`config.mk`:
```
export PLATFORM = sky130hd
export DESIGN_NAME = data_memory
export DESIGN_NICKNAME = d
export VERILOG_FILES = /design/src/logic/data_memory_pkg.sv /design/src/logic/data_memory.sv
export SDC_FILE = /design/constraint.sdc
export NUM_CORES = 2
export LEC_CHECK = 0
export BUFFER_PORTS_ARGS = -buffer_cell sky130_fd_sc_hd__buf_2
export CAP_MARGIN = 20
export CORE_MARGIN = 8
export CORE_UTILIZATION = 35
export DETAILED_ROUTE_END_ITERATION = 16
export PLACE_DENSITY_LB_ADDON = 0.3
export SYNTH_ARGS = -nofsm -noshare
export SYNTH_HDL_FRONTEND = slang
export SYNTH_SLANG_ARGS = --single-unit
```
`constraint.sdc`:
```
create_clock -name clk_i -period 16.3 [get_ports clk_i]
set_clock_uncertainty 0.1 [all_clocks]
set_input_delay 3.26 -clock clk_i [delete_from_list [all_inputs] [get_ports clk_i]]
set_output_delay 3.26 -clock clk_i [all_outputs]
set_load 0.05 [all_outputs]
```
`src/logic/data_memory_pkg.sv`:
```
package data_memory_pkg;

  // ==========================================================
  // Variant selection
  localparam logic [1:0] VARIANT_SMALL  = 2'h0;  // 1K program, 64 byte RAM
  localparam logic [1:0] VARIANT_MEDIUM = 2'h1;  // 2K program, 96 byte RAM
  localparam logic [1:0] VARIANT_LARGE  = 2'h2;  // 4K program, 160 byte RAM

  // ==========================================================
  // Special-function register offsets
  localparam logic [7:0] ADDR_INDIRECT_WINDOW_0     = 8'h00;
  localparam logic [7:0] ADDR_MEMORY_POINTER_0      = 8'h01;
  localparam logic [7:0] ADDR_INDIRECT_WINDOW_1     = 8'h02;
  localparam logic [7:0] ADDR_MEMORY_POINTER_1      = 8'h03;
  localparam logic [7:0] ADDR_ACCUMULATOR           = 8'h05;
  localparam logic [7:0] ADDR_PROGRAM_COUNTER_LOW   = 8'h06;
  localparam logic [7:0] ADDR_TABLE_POINTER         = 8'h07;
  localparam logic [7:0] ADDR_TABLE_HIGH_BYTE       = 8'h08;
  localparam logic [7:0] ADDR_WATCHDOG_SETUP        = 8'h09;
  localparam logic [7:0] ADDR_STATUS                = 8'h0A;
  localparam logic [7:0] ADDR_INTERRUPT_CONTROL_0   = 8'h0B;
  localparam logic [7:0] ADDR_TIMER0_COUNT          = 8'h0D;
  localparam logic [7:0] ADDR_TIMER0_CONTROL        = 8'h0E;
  localparam logic [7:0] ADDR_TIMER1_COUNT          = 8'h10;
  localparam logic [7:0] ADDR_TIMER1_CONTROL        = 8'h11;
  localparam logic [7:0] ADDR_PORT_A_DATA           = 8'h12;
  localparam logic [7:0] ADDR_PORT_A_DIRECTION      = 8'h13;
  localparam logic [7:0] ADDR_PORT_A_PULLUP         = 8'h14;
  localparam logic [7:0] ADDR_PORT_A_WAKEUP         = 8'h15;
  localparam logic [7:0] ADDR_CONTROL_0             = 8'h16;
  localparam logic [7:0] ADDR_CONTROL_1             = 8'h17;
  localparam logic [7:0] ADDR_CONVERSION_RESULT_LOW = 8'h18;
  localparam logic [7:0] ADDR_CONVERSION_RESULT_HIGH= 8'h19;
  localparam logic [7:0] ADDR_CONVERTER_CONTROL     = 8'h1A;
  localparam logic [7:0] ADDR_CONVERTER_CLOCK_SETUP = 8'h1B;
  localparam logic [7:0] ADDR_PULSE_WIDTH_DUTY      = 8'h1C;
  localparam logic [7:0] ADDR_INTERRUPT_CONTROL_1   = 8'h1E;

  // ==========================================================
  // General-purpose RAM bounds
  localparam logic [7:0] GPR_START      = 8'h20;
  localparam logic [7:0] GPR_END_SMALL  = 8'h5F;
  localparam logic [7:0] GPR_END_MEDIUM = 8'h7F;
  localparam logic [7:0] GPR_END_LARGE  = 8'hBF;
  localparam int         SFR_COUNT      = 32;

  // ==========================================================
  // Field positions and reset values
  localparam int         POINTER_TOP_BIT  = 7;
  localparam int         STATUS_TO_BIT    = 4;
  localparam int         STATUS_PDF_BIT   = 5;
  localparam logic [7:0] SFR_RESET        = 8'h00;
  localparam logic [7:0] ZERO_BYTE        = 8'h00;

  // ==========================================================
  // Table read address widths and program word masks
  localparam logic [11:0] PROG_MASK_SMALL  = 12'h3FF;  // 10 bits
  localparam logic [11:0] PROG_MASK_MEDIUM = 12'h7FF;  // 11 bits
  localparam logic [11:0] PROG_MASK_LARGE  = 12'hFFF;  // 12 bits
  localparam logic [3:0]  LAST_PAGE_BITS   = 4'hF;
  localparam logic [7:0]  HIGH_MASK_14     = 8'h3F;    // 14-bit words
  localparam logic [7:0]  HIGH_MASK_15     = 8'h7F;    // 15-bit words

  // ==========================================================
  // Table read sequencer
  typedef enum logic [0:0] {
    TAB_IDLE  = 1'b0,
    TAB_FETCH = 1'b1
  } tab_state_t;

endpackage

```
`src/logic/data_memory.sv`:
```
`timescale 1ns/10ps
module data_memory
  import data_memory_pkg::*;
#(
  parameter logic [1:0] VARIANT = VARIANT_LARGE
) (
  // Clock and reset
  input  wire logic        clk_i,
  input  wire logic        rst_i,
  // Core data access
  input  wire logic [7:0]  addr_i,
  input  wire logic        rd_en_i,
  output logic      [7:0]  rd_data_o,
  input  wire logic        wr_en_i,
  input  wire logic [7:0]  wr_data_i,
  input  wire logic        bit_en_i,
  input  wire logic [2:0]  bit_sel_i,
  input  wire logic        bit_val_i,
  // Table read request
  input  wire logic        tab_rd_i,
  input  wire logic        tab_last_i,
  input  wire logic [7:0]  tab_dest_i,
  input  wire logic [11:0] pc_i,
  output logic             busy_o,
  // Program memory fetch
  output logic             prog_req_o,
  output logic      [11:0] prog_addr_o,
  input  wire logic        prog_valid_i,
  input  wire logic [15:0] prog_data_i,
  // System flags and program counter load
  input  wire logic        status_to_i,
  input  wire logic        status_pdf_i,
  output logic             pcl_wr_o,
  output logic      [7:0]  pcl_data_o
);

  // ==========================================================
  // Storage
  // One flat array; unused entries are
  // ignored by writes and read as zero
  logic [7:0] mem [0:255];
  tab_state_t state;
  logic [7:0] tab_dest;
  logic [7:0] eff_addr;
  logic [7:0] cur_val;
  logic [7:0] tab_eff;

  // ==========================================================
  // Address map seen by the core
  // 00H window 0, follows pointer 0
  // 01H pointer 0
  // 02H window 1, follows pointer 1
  // 03H pointer 1
  // 04H unused
  // 05H accumulator
  // 06H program counter low, from pc_i
  // 07H table pointer
  // 08H table high byte, read-only
  // 09H watchdog setup
  // 0AH status, bits 4 and 5 live
  // 0BH interrupt control 0
  // 0CH unused
  // 0DH timer 0 count
  // 0EH timer 0 control
  // 0FH unused
  // 10H timer 1 count, larger parts
  // 11H timer 1 control, larger parts
  // 12H port A data
  // 13H port A direction
  // 14H port A pull-up
  // 15H port A wake-up
  // 16H control 0
  // 17H control 1
  // 18H result low, larger parts
  // 19H result high
  // 1AH converter control
  // 1BH converter clock setup
  // 1CH pulse width duty
  // 1DH unused
  // 1EH interrupt control 1, larger
  // 1FH unused
  // 20H general RAM to 5FH/7FH/BFH
  // Above the RAM end all reads zero
  // Unused bytes ignore writes too

  // ==========================================================
  // Variant constants
  // Small: 64 bytes, 10-bit table, 14-bit word
  // Medium: 96 bytes, 11-bit table, 14-bit word
  // Large: 160 bytes, 12-bit table, 15-bit word
  // Only the large part needs pointer bit 7
  localparam logic        LARGER    = (VARIANT != VARIANT_SMALL);
  localparam logic [7:0]  GPR_END   = (VARIANT == VARIANT_SMALL)  ? GPR_END_SMALL :
                                      (VARIANT == VARIANT_MEDIUM) ? GPR_END_MEDIUM :
                                                                    GPR_END_LARGE;
  localparam logic [11:0] PROG_MASK = (VARIANT == VARIANT_SMALL)  ? PROG_MASK_SMALL :
                                      (VARIANT == VARIANT_MEDIUM) ? PROG_MASK_MEDIUM :
                                                                    PROG_MASK_LARGE;
  localparam logic [7:0]  HIGH_MASK = (VARIANT == VARIANT_LARGE)  ? HIGH_MASK_15 :
                                                                    HIGH_MASK_14;

  // ==========================================================
  // Decode functions
  // Shared by core path, table path and
  // write enable, so all agree on the map
  // Resolution is one level deep: a pointer
  // aimed at a window lands on a window,
  // which has no storage, so reads give
  // zero and writes vanish

  // True where a real byte lives; windows hold none
  function automatic logic is_impl(input logic [7:0] a);
    logic sfr;
    sfr = (a == ADDR_MEMORY_POINTER_0)      || (a == ADDR_MEMORY_POINTER_1) ||
          (a == ADDR_ACCUMULATOR)           || (a == ADDR_PROGRAM_COUNTER_LOW) ||
          (a == ADDR_TABLE_POINTER)         || (a == ADDR_TABLE_HIGH_BYTE) ||
          (a == ADDR_WATCHDOG_SETUP)        || (a == ADDR_STATUS) ||
          (a == ADDR_INTERRUPT_CONTROL_0)   || (a == ADDR_TIMER0_COUNT) ||
          (a == ADDR_TIMER0_CONTROL)        || (a == ADDR_PORT_A_DATA) ||
          (a == ADDR_PORT_A_DIRECTION)      || (a == ADDR_PORT_A_PULLUP) ||
          (a == ADDR_PORT_A_WAKEUP)         || (a == ADDR_CONTROL_0) ||
          (a == ADDR_CONTROL_1)             || (a == ADDR_CONVERSION_RESULT_HIGH) ||
          (a == ADDR_CONVERTER_CONTROL)     || (a == ADDR_CONVERTER_CLOCK_SETUP) ||
          (a == ADDR_PULSE_WIDTH_DUTY);
    if (LARGER) begin
      sfr = sfr || (a == ADDR_TIMER1_COUNT) || (a == ADDR_TIMER1_CONTROL) ||
            (a == ADDR_CONVERSION_RESULT_LOW) || (a == ADDR_INTERRUPT_CONTROL_1);
    end
    // General area follows the special area directly
    return sfr || ((a >= GPR_START) && (a <= GPR_END));
  endfunction

  // Window addresses resolve through their pointer
  function automatic logic [7:0] resolve(input logic [7:0] a);
    if (a == ADDR_INDIRECT_WINDOW_0) begin
      return mem[ADDR_MEMORY_POINTER_0];
    end else if (a == ADDR_INDIRECT_WINDOW_1) begin
      return mem[ADDR_MEMORY_POINTER_1];
    end else begin
      return a;
    end
  endfunction

  // Value seen by a read at a resolved address
  function automatic logic [7:0] read_val(input logic [7:0] a);
    logic [7:0] v;
    v = ZERO_BYTE;
    if (!is_impl(a)) begin
      v = ZERO_BYTE;
    end else if (a == ADDR_PROGRAM_COUNTER_LOW) begin
      v = pc_i[7:0];
    end else if (a == ADDR_STATUS) begin
      v = mem[a];
      v[STATUS_TO_BIT]  = status_to_i;
      v[STATUS_PDF_BIT] = status_pdf_i;
    end else if ((a == ADDR_MEMORY_POINTER_0) || (a == ADDR_MEMORY_POINTER_1)) begin
      v = mem[a];
      if (VARIANT != VARIANT_LARGE) begin
        v[POINTER_TOP_BIT] = 1'b1;
      end
    end else begin
      v = mem[a];
    end
    return v;
  endfunction

  // Program writes may change this address
  function automatic logic is_writable(input logic [7:0] a);
    return is_impl(a) && (a != ADDR_TABLE_HIGH_BYTE);
  endfunction

  // ==========================================================
  // Core access decode
  // A process, not wires: it must follow
  // pointer and array changes at once
  always_comb begin
    eff_addr = resolve(addr_i);
    cur_val  = read_val(eff_addr);
    tab_eff  = resolve(tab_dest);
  end
  wire logic [7:0] bit_mask  = 8'h01 << bit_sel_i;
  // Bit ops are a read-modify-write of the visible value
  wire logic [7:0] bit_val   = bit_val_i ? (cur_val | bit_mask)
                                         : (cur_val & ~bit_mask);
  wire logic [7:0] core_data = bit_en_i ? bit_val : wr_data_i;
  wire logic       core_wr   = (wr_en_i || bit_en_i) && is_writable(eff_addr);
  wire logic       tab_done  = (state == TAB_FETCH) && prog_valid_i;

  // Table address: page bits from the PC or forced to ones
  wire logic [11:0] tab_addr = (tab_last_i ? {LAST_PAGE_BITS, mem[ADDR_TABLE_POINTER]}
                                           : {pc_i[11:8], mem[ADDR_TABLE_POINTER]})
                               & PROG_MASK;

  // Handshake outputs
  assign busy_o     = (state == TAB_FETCH);
  assign prog_req_o = (state == TAB_FETCH);

  // ==========================================================
  // Core interface timing
  // Read: enable at one edge, data the
  // next cycle, held until the next read
  // Write: one edge; a read in the same
  // cycle still sees the old value
  // Bit op: read-modify-write of the
  // visible byte in a single edge
  // Table read: taken only while idle;
  // busy rises next cycle, falls after
  // the edge that sees prog_valid_i
  // No upper bound on the fetch wait
  // Core writes while busy may be lost
  //
  // Last page, small part, pointer 06H:
  //   c0 tab_rd_i and tab_last_i high
  //   c1 busy, address 306H, word valid
  //   c2 idle, both bytes stored
  //
  // Hazards
  // A window destination is resolved
  // when the word lands, not on request
  // A destination on a window whose
  // pointer aims at a window, or on the
  // program counter low, drops the low
  // byte; the table high byte is kept
  // Program counter low has no storage;
  // a write leaves as a pcl_wr_o pulse

  // ==========================================================
  // Table read sequencer
  // Idle: waits for a request, latches
  // destination and the program address
  // Fetch: holds the request until the
  // word arrives; requests are ignored
  // Address is latched so a moving PC or
  // table pointer cannot disturb it
  always_ff @(posedge clk_i) begin
    if (rst_i) begin
      state       <= TAB_IDLE;
      tab_dest    <= ZERO_BYTE;
      prog_addr_o <= 12'h000;
    end else begin
      case (state)
        TAB_IDLE: begin
          if (tab_rd_i) begin
            state       <= TAB_FETCH;
            tab_dest    <= tab_dest_i;
            prog_addr_o <= tab_addr;
          end
        end
        TAB_FETCH: begin
          if (prog_valid_i) begin
            state <= TAB_IDLE;
          end
        end
        default: begin
          state <= TAB_IDLE;
        end
      endcase
    end
  end

  // ==========================================================
  // Memory writes; the table result wins over a core write
  // because the core is told to wait while busy
  // Reset clears only the special area;
  // general RAM keeps its old contents,
  // so software must initialise it
  // Table high is masked to word width
  always_ff @(posedge clk_i) begin
    if (rst_i) begin
      for (int i = 0; i < SFR_COUNT; i++) begin
        mem[i] <= SFR_RESET;
      end
    end else if (tab_done) begin
      // Window-to-window targets are dropped
      if (is_writable(tab_eff) && (tab_eff != ADDR_PROGRAM_COUNTER_LOW)) begin
        mem[tab_eff] <= prog_data_i[7:0];
      end
      mem[ADDR_TABLE_HIGH_BYTE] <= prog_data_i[15:8] & HIGH_MASK;
    end else if (core_wr && (eff_addr != ADDR_PROGRAM_COUNTER_LOW)) begin
      mem[eff_addr] <= core_data;
    end
  end

  // ==========================================================
  // Read data and program counter load
  // Data moves only on a taken read, so
  // the core may sample it at leisure;
  // live flags are captured at that edge
  always_ff @(posedge clk_i) begin
    if (rst_i) begin
      rd_data_o  <= ZERO_BYTE;
      pcl_wr_o   <= 1'b0;
      pcl_data_o <= ZERO_BYTE;
    end else begin
      if (rd_en_i) begin
        rd_data_o <= cur_val;
      end
      // PC low has no storage here; the sequencer takes the jump
      pcl_wr_o <= core_wr && !tab_done && (eff_addr == ADDR_PROGRAM_COUNTER_LOW);
      if (core_wr && (eff_addr == ADDR_PROGRAM_COUNTER_LOW)) begin
        pcl_data_o <= core_data;
      end
    end
  end

  // ==========================================================
  // Limits and trade-offs
  // Windows hold nothing; reading one
  // directly returns its target byte
  // Pointer bit 7 is stored on all parts
  // but forced to one when read on the
  // two smaller ones; bit ops on other
  // bits store it back as one
  // Status flags 4 and 5 always show the
  // inputs; writes to them are stored
  // but never seen
  // Table high accepts no program write
  // Conversion result bytes stay
  // writable so software can preload
  // Reset values of all special bytes
  // are zero; real peripherals may
  // override them outside this block
  // Only one table read is in flight;
  // the core must wait on busy_o
  // Bit ops and writes must not share
  // an edge; bit ops take priority
  // Reads never have side effects here
  // Decoding goes through the pointer
  // bytes, so timing is a compare, a pointer
  // read, a second compare and the array read

endmodule

```
Word-level counts from Yosys, hierarchy flattened
Memories as Yosys holds them, arrays and structs flattened.
Index checks and enable logic that the tools add are counted.
- register bits after elaboration: 38
- RAM bits: 2048
- output and inout bits: 31
- memories kept: 1
- magnitude comparators: 4
- equality and inequality tests: 56
- shift-type cells: 1
- muxes and demuxes: 35
- bitwise gates (word level): 5
- reduce and logical (&&, ||, !) cells: 68
- memories (memory ; words ; bits a word ; read ports ; clocked after Yosys merged registers in ; write ports ; RTL line ; RTL):
    mem ; 256 ; 8 ; 4 ; 0 ; 32 ; data_memory.sv:41 ; logic [7:0] mem [0:255];
- operators by type and width (kind ; number):
    $eq A8 B5 Y1 const B ; 28
    $mux W8 ; 13
    $eq A8 B4 Y1 const B ; 12
    $logic_or A1 B1 Y1 ; 51
    $eq A8 B3 Y1 const B ; 6
    $eq A8 B2 Y1 const B ; 4
    $mux W1 ; 19
    $eq A8 B1 Y1 const B ; 2
    $ge A8 B6 Y1 const B ; 2
    $le A8 B8 Y1 const B ; 2
    $logic_not A8 Y1 ; 2
    $ne A8 B3 Y1 const B ; 2
    $ne A8 B4 Y1 const B ; 2
    $reduce_or A8 Y1 ; 2
    $mux W12 ; 1
    $logic_and A1 B1 Y1 ; 11
    $and A8 B8 Y8 ; 1
    $not A8 Y8 ; 1
    $or A8 B8 Y8 ; 1
    $shl A1 B3 Y8 const A ; 1
    $mux W6 ; 1
    $pmux W1 S2 ; 1
    $reduce_and A2 Y1 ; 1
    $logic_not A1 Y1 ; 1
    other kinds (2) ; 2

Depth between registers and ports, before layout
- depth after elaboration: 40
- depth in mapped cells: 20

Worst setup path before layout
Ideal clock, no wire load.
- path kind: input-to-reg
- start point: in addr_i[0]
- end point: mem mem[100][2], data pin
- setup time: 0.932 ns
- arrival: 9.648 ns
- data required time: 15.268 ns
- slack: 5.621 ns
- stages: 15
- cell sequence: buf_2 or4_1 buf_2 or4_1 nand2_1 nand3_1 a41o_1 buf_6 or4_1 buf_6 buf_6 nor2_1 a22oi_1 o21ai_1 clkbuf_1
- RTL lines (what ; RTL line ; RTL):
    start, declared ; data_memory.sv:11 ; input wire logic [7:0] addr_i,
    end, declared ; data_memory.sv:41 ;

==> impl_metrics.env <==
export IMPL_post_cts_buffers=0
export IMPL_rsz0062_at_grt="no"
export IMPL_antenna_found_initial=8
export IMPL_grt_max_degree=248
export IMPL_die_x_um=505
export IMPL_clock_sinks=2022
export IMPL_overflow=0
export IMPL_final_common_cell="edfxtp_1"
export IMPL_initial_core_util_pct=35.2
export IMPL_antenna_left=0
export IMPL_core_area_sq_um=238000
export IMPL_r2r_start="mem[1][0]"
export IMPL_crit_chain="buf_2 > nor3_4 > a31oi_2 > nor2_4 > buf_4 > buf_12 > mux2i_1 > a221oi_1 > nor4b_1 > nor3_1 > nor4_2 > a21oi_1 > o21a_2 > inv_4 > buf_16 > buf_4"
export IMPL_worstSkewPairLatency_ps=860
export IMPL_drive_above_1_share_pct=12.0
export IMPL_port_buffers=95
export IMPL_ys_types=102
export IMPL_cp_buffers_inverters=6
export IMPL_worst_ep_arrival_time_ps=10870
export IMPL_hold_path_class="register to register"
export IMPL_io_pin_count=97
export IMPL_place_congestion=0.895
export IMPL_cp_depth=16
export IMPL_hold_viol_final=0
export IMPL_synth_cells=5853
export IMPL_grt_use_total_pct=19.7
export IMPL_die_area_sq_um=255000
export IMPL_startpoint="addr_i[5]"
export IMPL_r2r_cells=15
export IMPL_dpl_cell_count=9378
export IMPL_final_setup_viol_count=0
export IMPL_h_tree_depth=4
export IMPL_relSlewSlack_pct=16.7
export IMPL_fmax_mhz=95.9
export IMPL_post_route_period_util_pct=63.9
export IMPL_routed_wl_mm=261
export IMPL_synth_edf_count=1984
export IMPL_cp_slowest_stage_delay_ps=870
export IMPL_cts_tree="built"
export IMPL_drcViolationCount=0
export IMPL_viasPerCell=5.44
export IMPL_cts_hold_buffers=0
export IMPL_clk_pin_slew_ps=60
export IMPL_cts_buffers_inserted=202
export IMPL_fp_dieH_um=505
export IMPL_critPathTopFamily="simple AND/OR/NAND/NOR gates"
export IMPL_fin_tns_setup_ps=0
export IMPL_crit_top_cell="buf_4"
export IMPL_placementRows=179
export IMPL_drv_cap=0
export IMPL_clock_path_buffers=3
export IMPL_r2r_slack_ps=8370
export IMPL_drtIter0Drc=6035
export IMPL_start_kind="primary input"
export IMPL_hpwlAfterDp_mm=156
export IMPL_areaGrowthSynthToFinish_pct=14.4
export IMPL_power_density_nw_per_um2=120
export IMPL_status="finished clean"
export IMPL_first_global_vias=50800
export IMPL_num_vias=53100
export IMPL_crit_fanout=71
export IMPL_fin_crit_ps=10420
export IMPL_syn_avg_cell_area_sq_um=14.3
export IMPL_cpMaxStageDelayCell="nor4b_1"
export IMPL_timing_rr_end="mem[35][4]"
export IMPL_async_flop_share_pct=0
export IMPL_drt_first_pass_iters=6
export IMPL_crit_path_end="mem[35][4]"
export IMPL_ys_seq_elements=2022
export IMPL_fin_nets=6486
export IMPL_fin_util_pct=40.2
export IMPL_fillCellCount=22100
export IMPL_cp_end_kind="register"
export IMPL_ys_seq_area_share_pct=72.1
export IMPL_cts_resized=0
export IMPL_post_drt_wl_per_cell_um=26.8
export IMPL_required_ps=16750
export IMPL_synth_ff_type="edfxtp_1"
export IMPL_yosysWarnings=0
export IMPL_stdcell_count=9752
export IMPL_peakVddDrop_uv=130
export IMPL_final_cell_mix="edfxtp_1, nand2_1, conb_1"
export IMPL_syn_area_sq_um=83700
export IMPL_critPathKind="primary input to register"
export IMPL_drv_slew=0
export IMPL_clockRootBuffer="clkbuf_16"
export IMPL_tightest_slew_ps=1250
export IMPL_p_leak_uw=0.0332
export IMPL_grt_pass1_wl_mm=370
-- worst min-delay path by stage --
stage	start	to	slack (ps)	cells past startpoint
after floorplan	tab_dest[2]	tab_dest[2]	350	2
after global placement	pcl_data_o[0]	pcl_data_o[0]	340	2
after detailed placement	pcl_data_o[2]	pcl_data_o[2]	340	2
after CTS	pcl_data_o[2]	pcl_data_o[2]	350	2
after global routing	prog_addr_o[6]	prog_addr_o[6]	370	2
final	pcl_data_o[2]	pcl_data_o[2]	350	2
-- registers in the layout, summed over array words and instances, names as in the netlist --
| signal | cells |
|---|---|
| mem | 1984 |
| pcl_wr_o | 1 |
| busy_o | 1 |
| tab_dest | 8 |
| pcl_data_o | 8 |
| prog_addr_o | 12 |
| rd_data_o | 8 |
-- final cells by class --
cell class / count / area [sq um] / area share [%]
Tap cell: 3167 / 3960 / 4.14
Clock inverter: 98 / 801 / 0.836
Sequential cell: 2022 / 60300 / 63.0
Clock buffer: 267 / 5450 / 5.69
Antenna cell: 4 / 10.0 / 0.0105
Inverter: 14 / 55.1 / 0.0575
Timing Repair Buffer: 253 / 1890 / 1.97
Multi-Input combinational cell: 3927 / 23200 / 24.3
-- metrics by stage --
stage          hold slack [ps]  power, uW  setup slack (ps)  area [sq um]
2_1_floorplan              349       6690              5620         85600
3_3_place_gp               339       7080              4550         89400
3_5_place_dp               344       7100              4940         89400
4_1_cts                    351      11600              5890         95600
5_1_grt                    368      11800              5600         95700
6_report                   350      11500              5880         95700
-- worst min-delay path, cell delays in order (launching register included) --
cell and delay (ps):
dfxtp_1 310, nand2_1 50, a21oi_1 50
-- layer usage --
layer / vias to the layer above / share of wire, % / wire [um] / track usage, %
met1: 27000 / 40 / 105000 / 26.5
met3: 544 / 10 / 26200 / 4.67
li1: 22800 / - / - / -
met5: - / 0.0046 / 12 / 0
met2: 2660 / 45 / 118000 / 30.9
met4: 2 / 4.5 / 11700 / 8.11
-- power breakdown --
part           total (uW)  switching (uW)  internal [uW]  leakage [uW]
Clock                4490            1970           2530       0.00304
Combinational        1020             774            241        0.0113
Sequential           6000            39.4           5960        0.0188
-- synth_stat cells, types with 10 or more instances --
library cell  instances  area, sq um
a221o_1              15          150
or4_1                20          150
edfxtp_1           1984        59600
nor4_1               23          144
a31oi_1              97          607
o22ai_1              18          113
a221oi_1             24          210
clkbuf_1            114          428
or2_1                15         93.8
nand2b_1             37          231
dfxtp_1              38          761
mux4_2              107         2410
nor3_1               54          270
nand2_1            1168         4380
buf_6                39          439
buf_4                67          503
a22oi_1              13         97.6
a31o_2               11         96.3
buf_2               169          846
o2111ai_1            10         87.6
mux2_2               12          135
nor2_2               18          113
and2_1              113          707
and3_1              150          938
mux2i_1             226         2260
o21ai_0              31          155
inv_1                14         52.6
nand3_1             363         1820
a311oi_1             46          403
a2111oi_0            16          140
o41ai_1              12          105
nor2_1              271         1020
a32oi_1              37          324
o211ai_1             11         82.6
nor2b_1              12         75.1
nand4_1              12         75.1
a21oi_1             188          941
or2_2                33          206
a211oi_1             64          480
a32o_1               39          390
-- kinds of logic (layout without fill, tap and decap cells) --
family                 Yosys count  in the layout  share of synthesized area (%)
other                            1            517                        0.00448
buffers and inverters          416            632                           2.84
DFF                           2022           2022                           72.1
AOI/OAI and AO/OA              733            733                           6.52
muxes                          348            348                           5.81
and+or+nand+nor               2333           2333                           12.7
(Power assumes the default switching activity.)
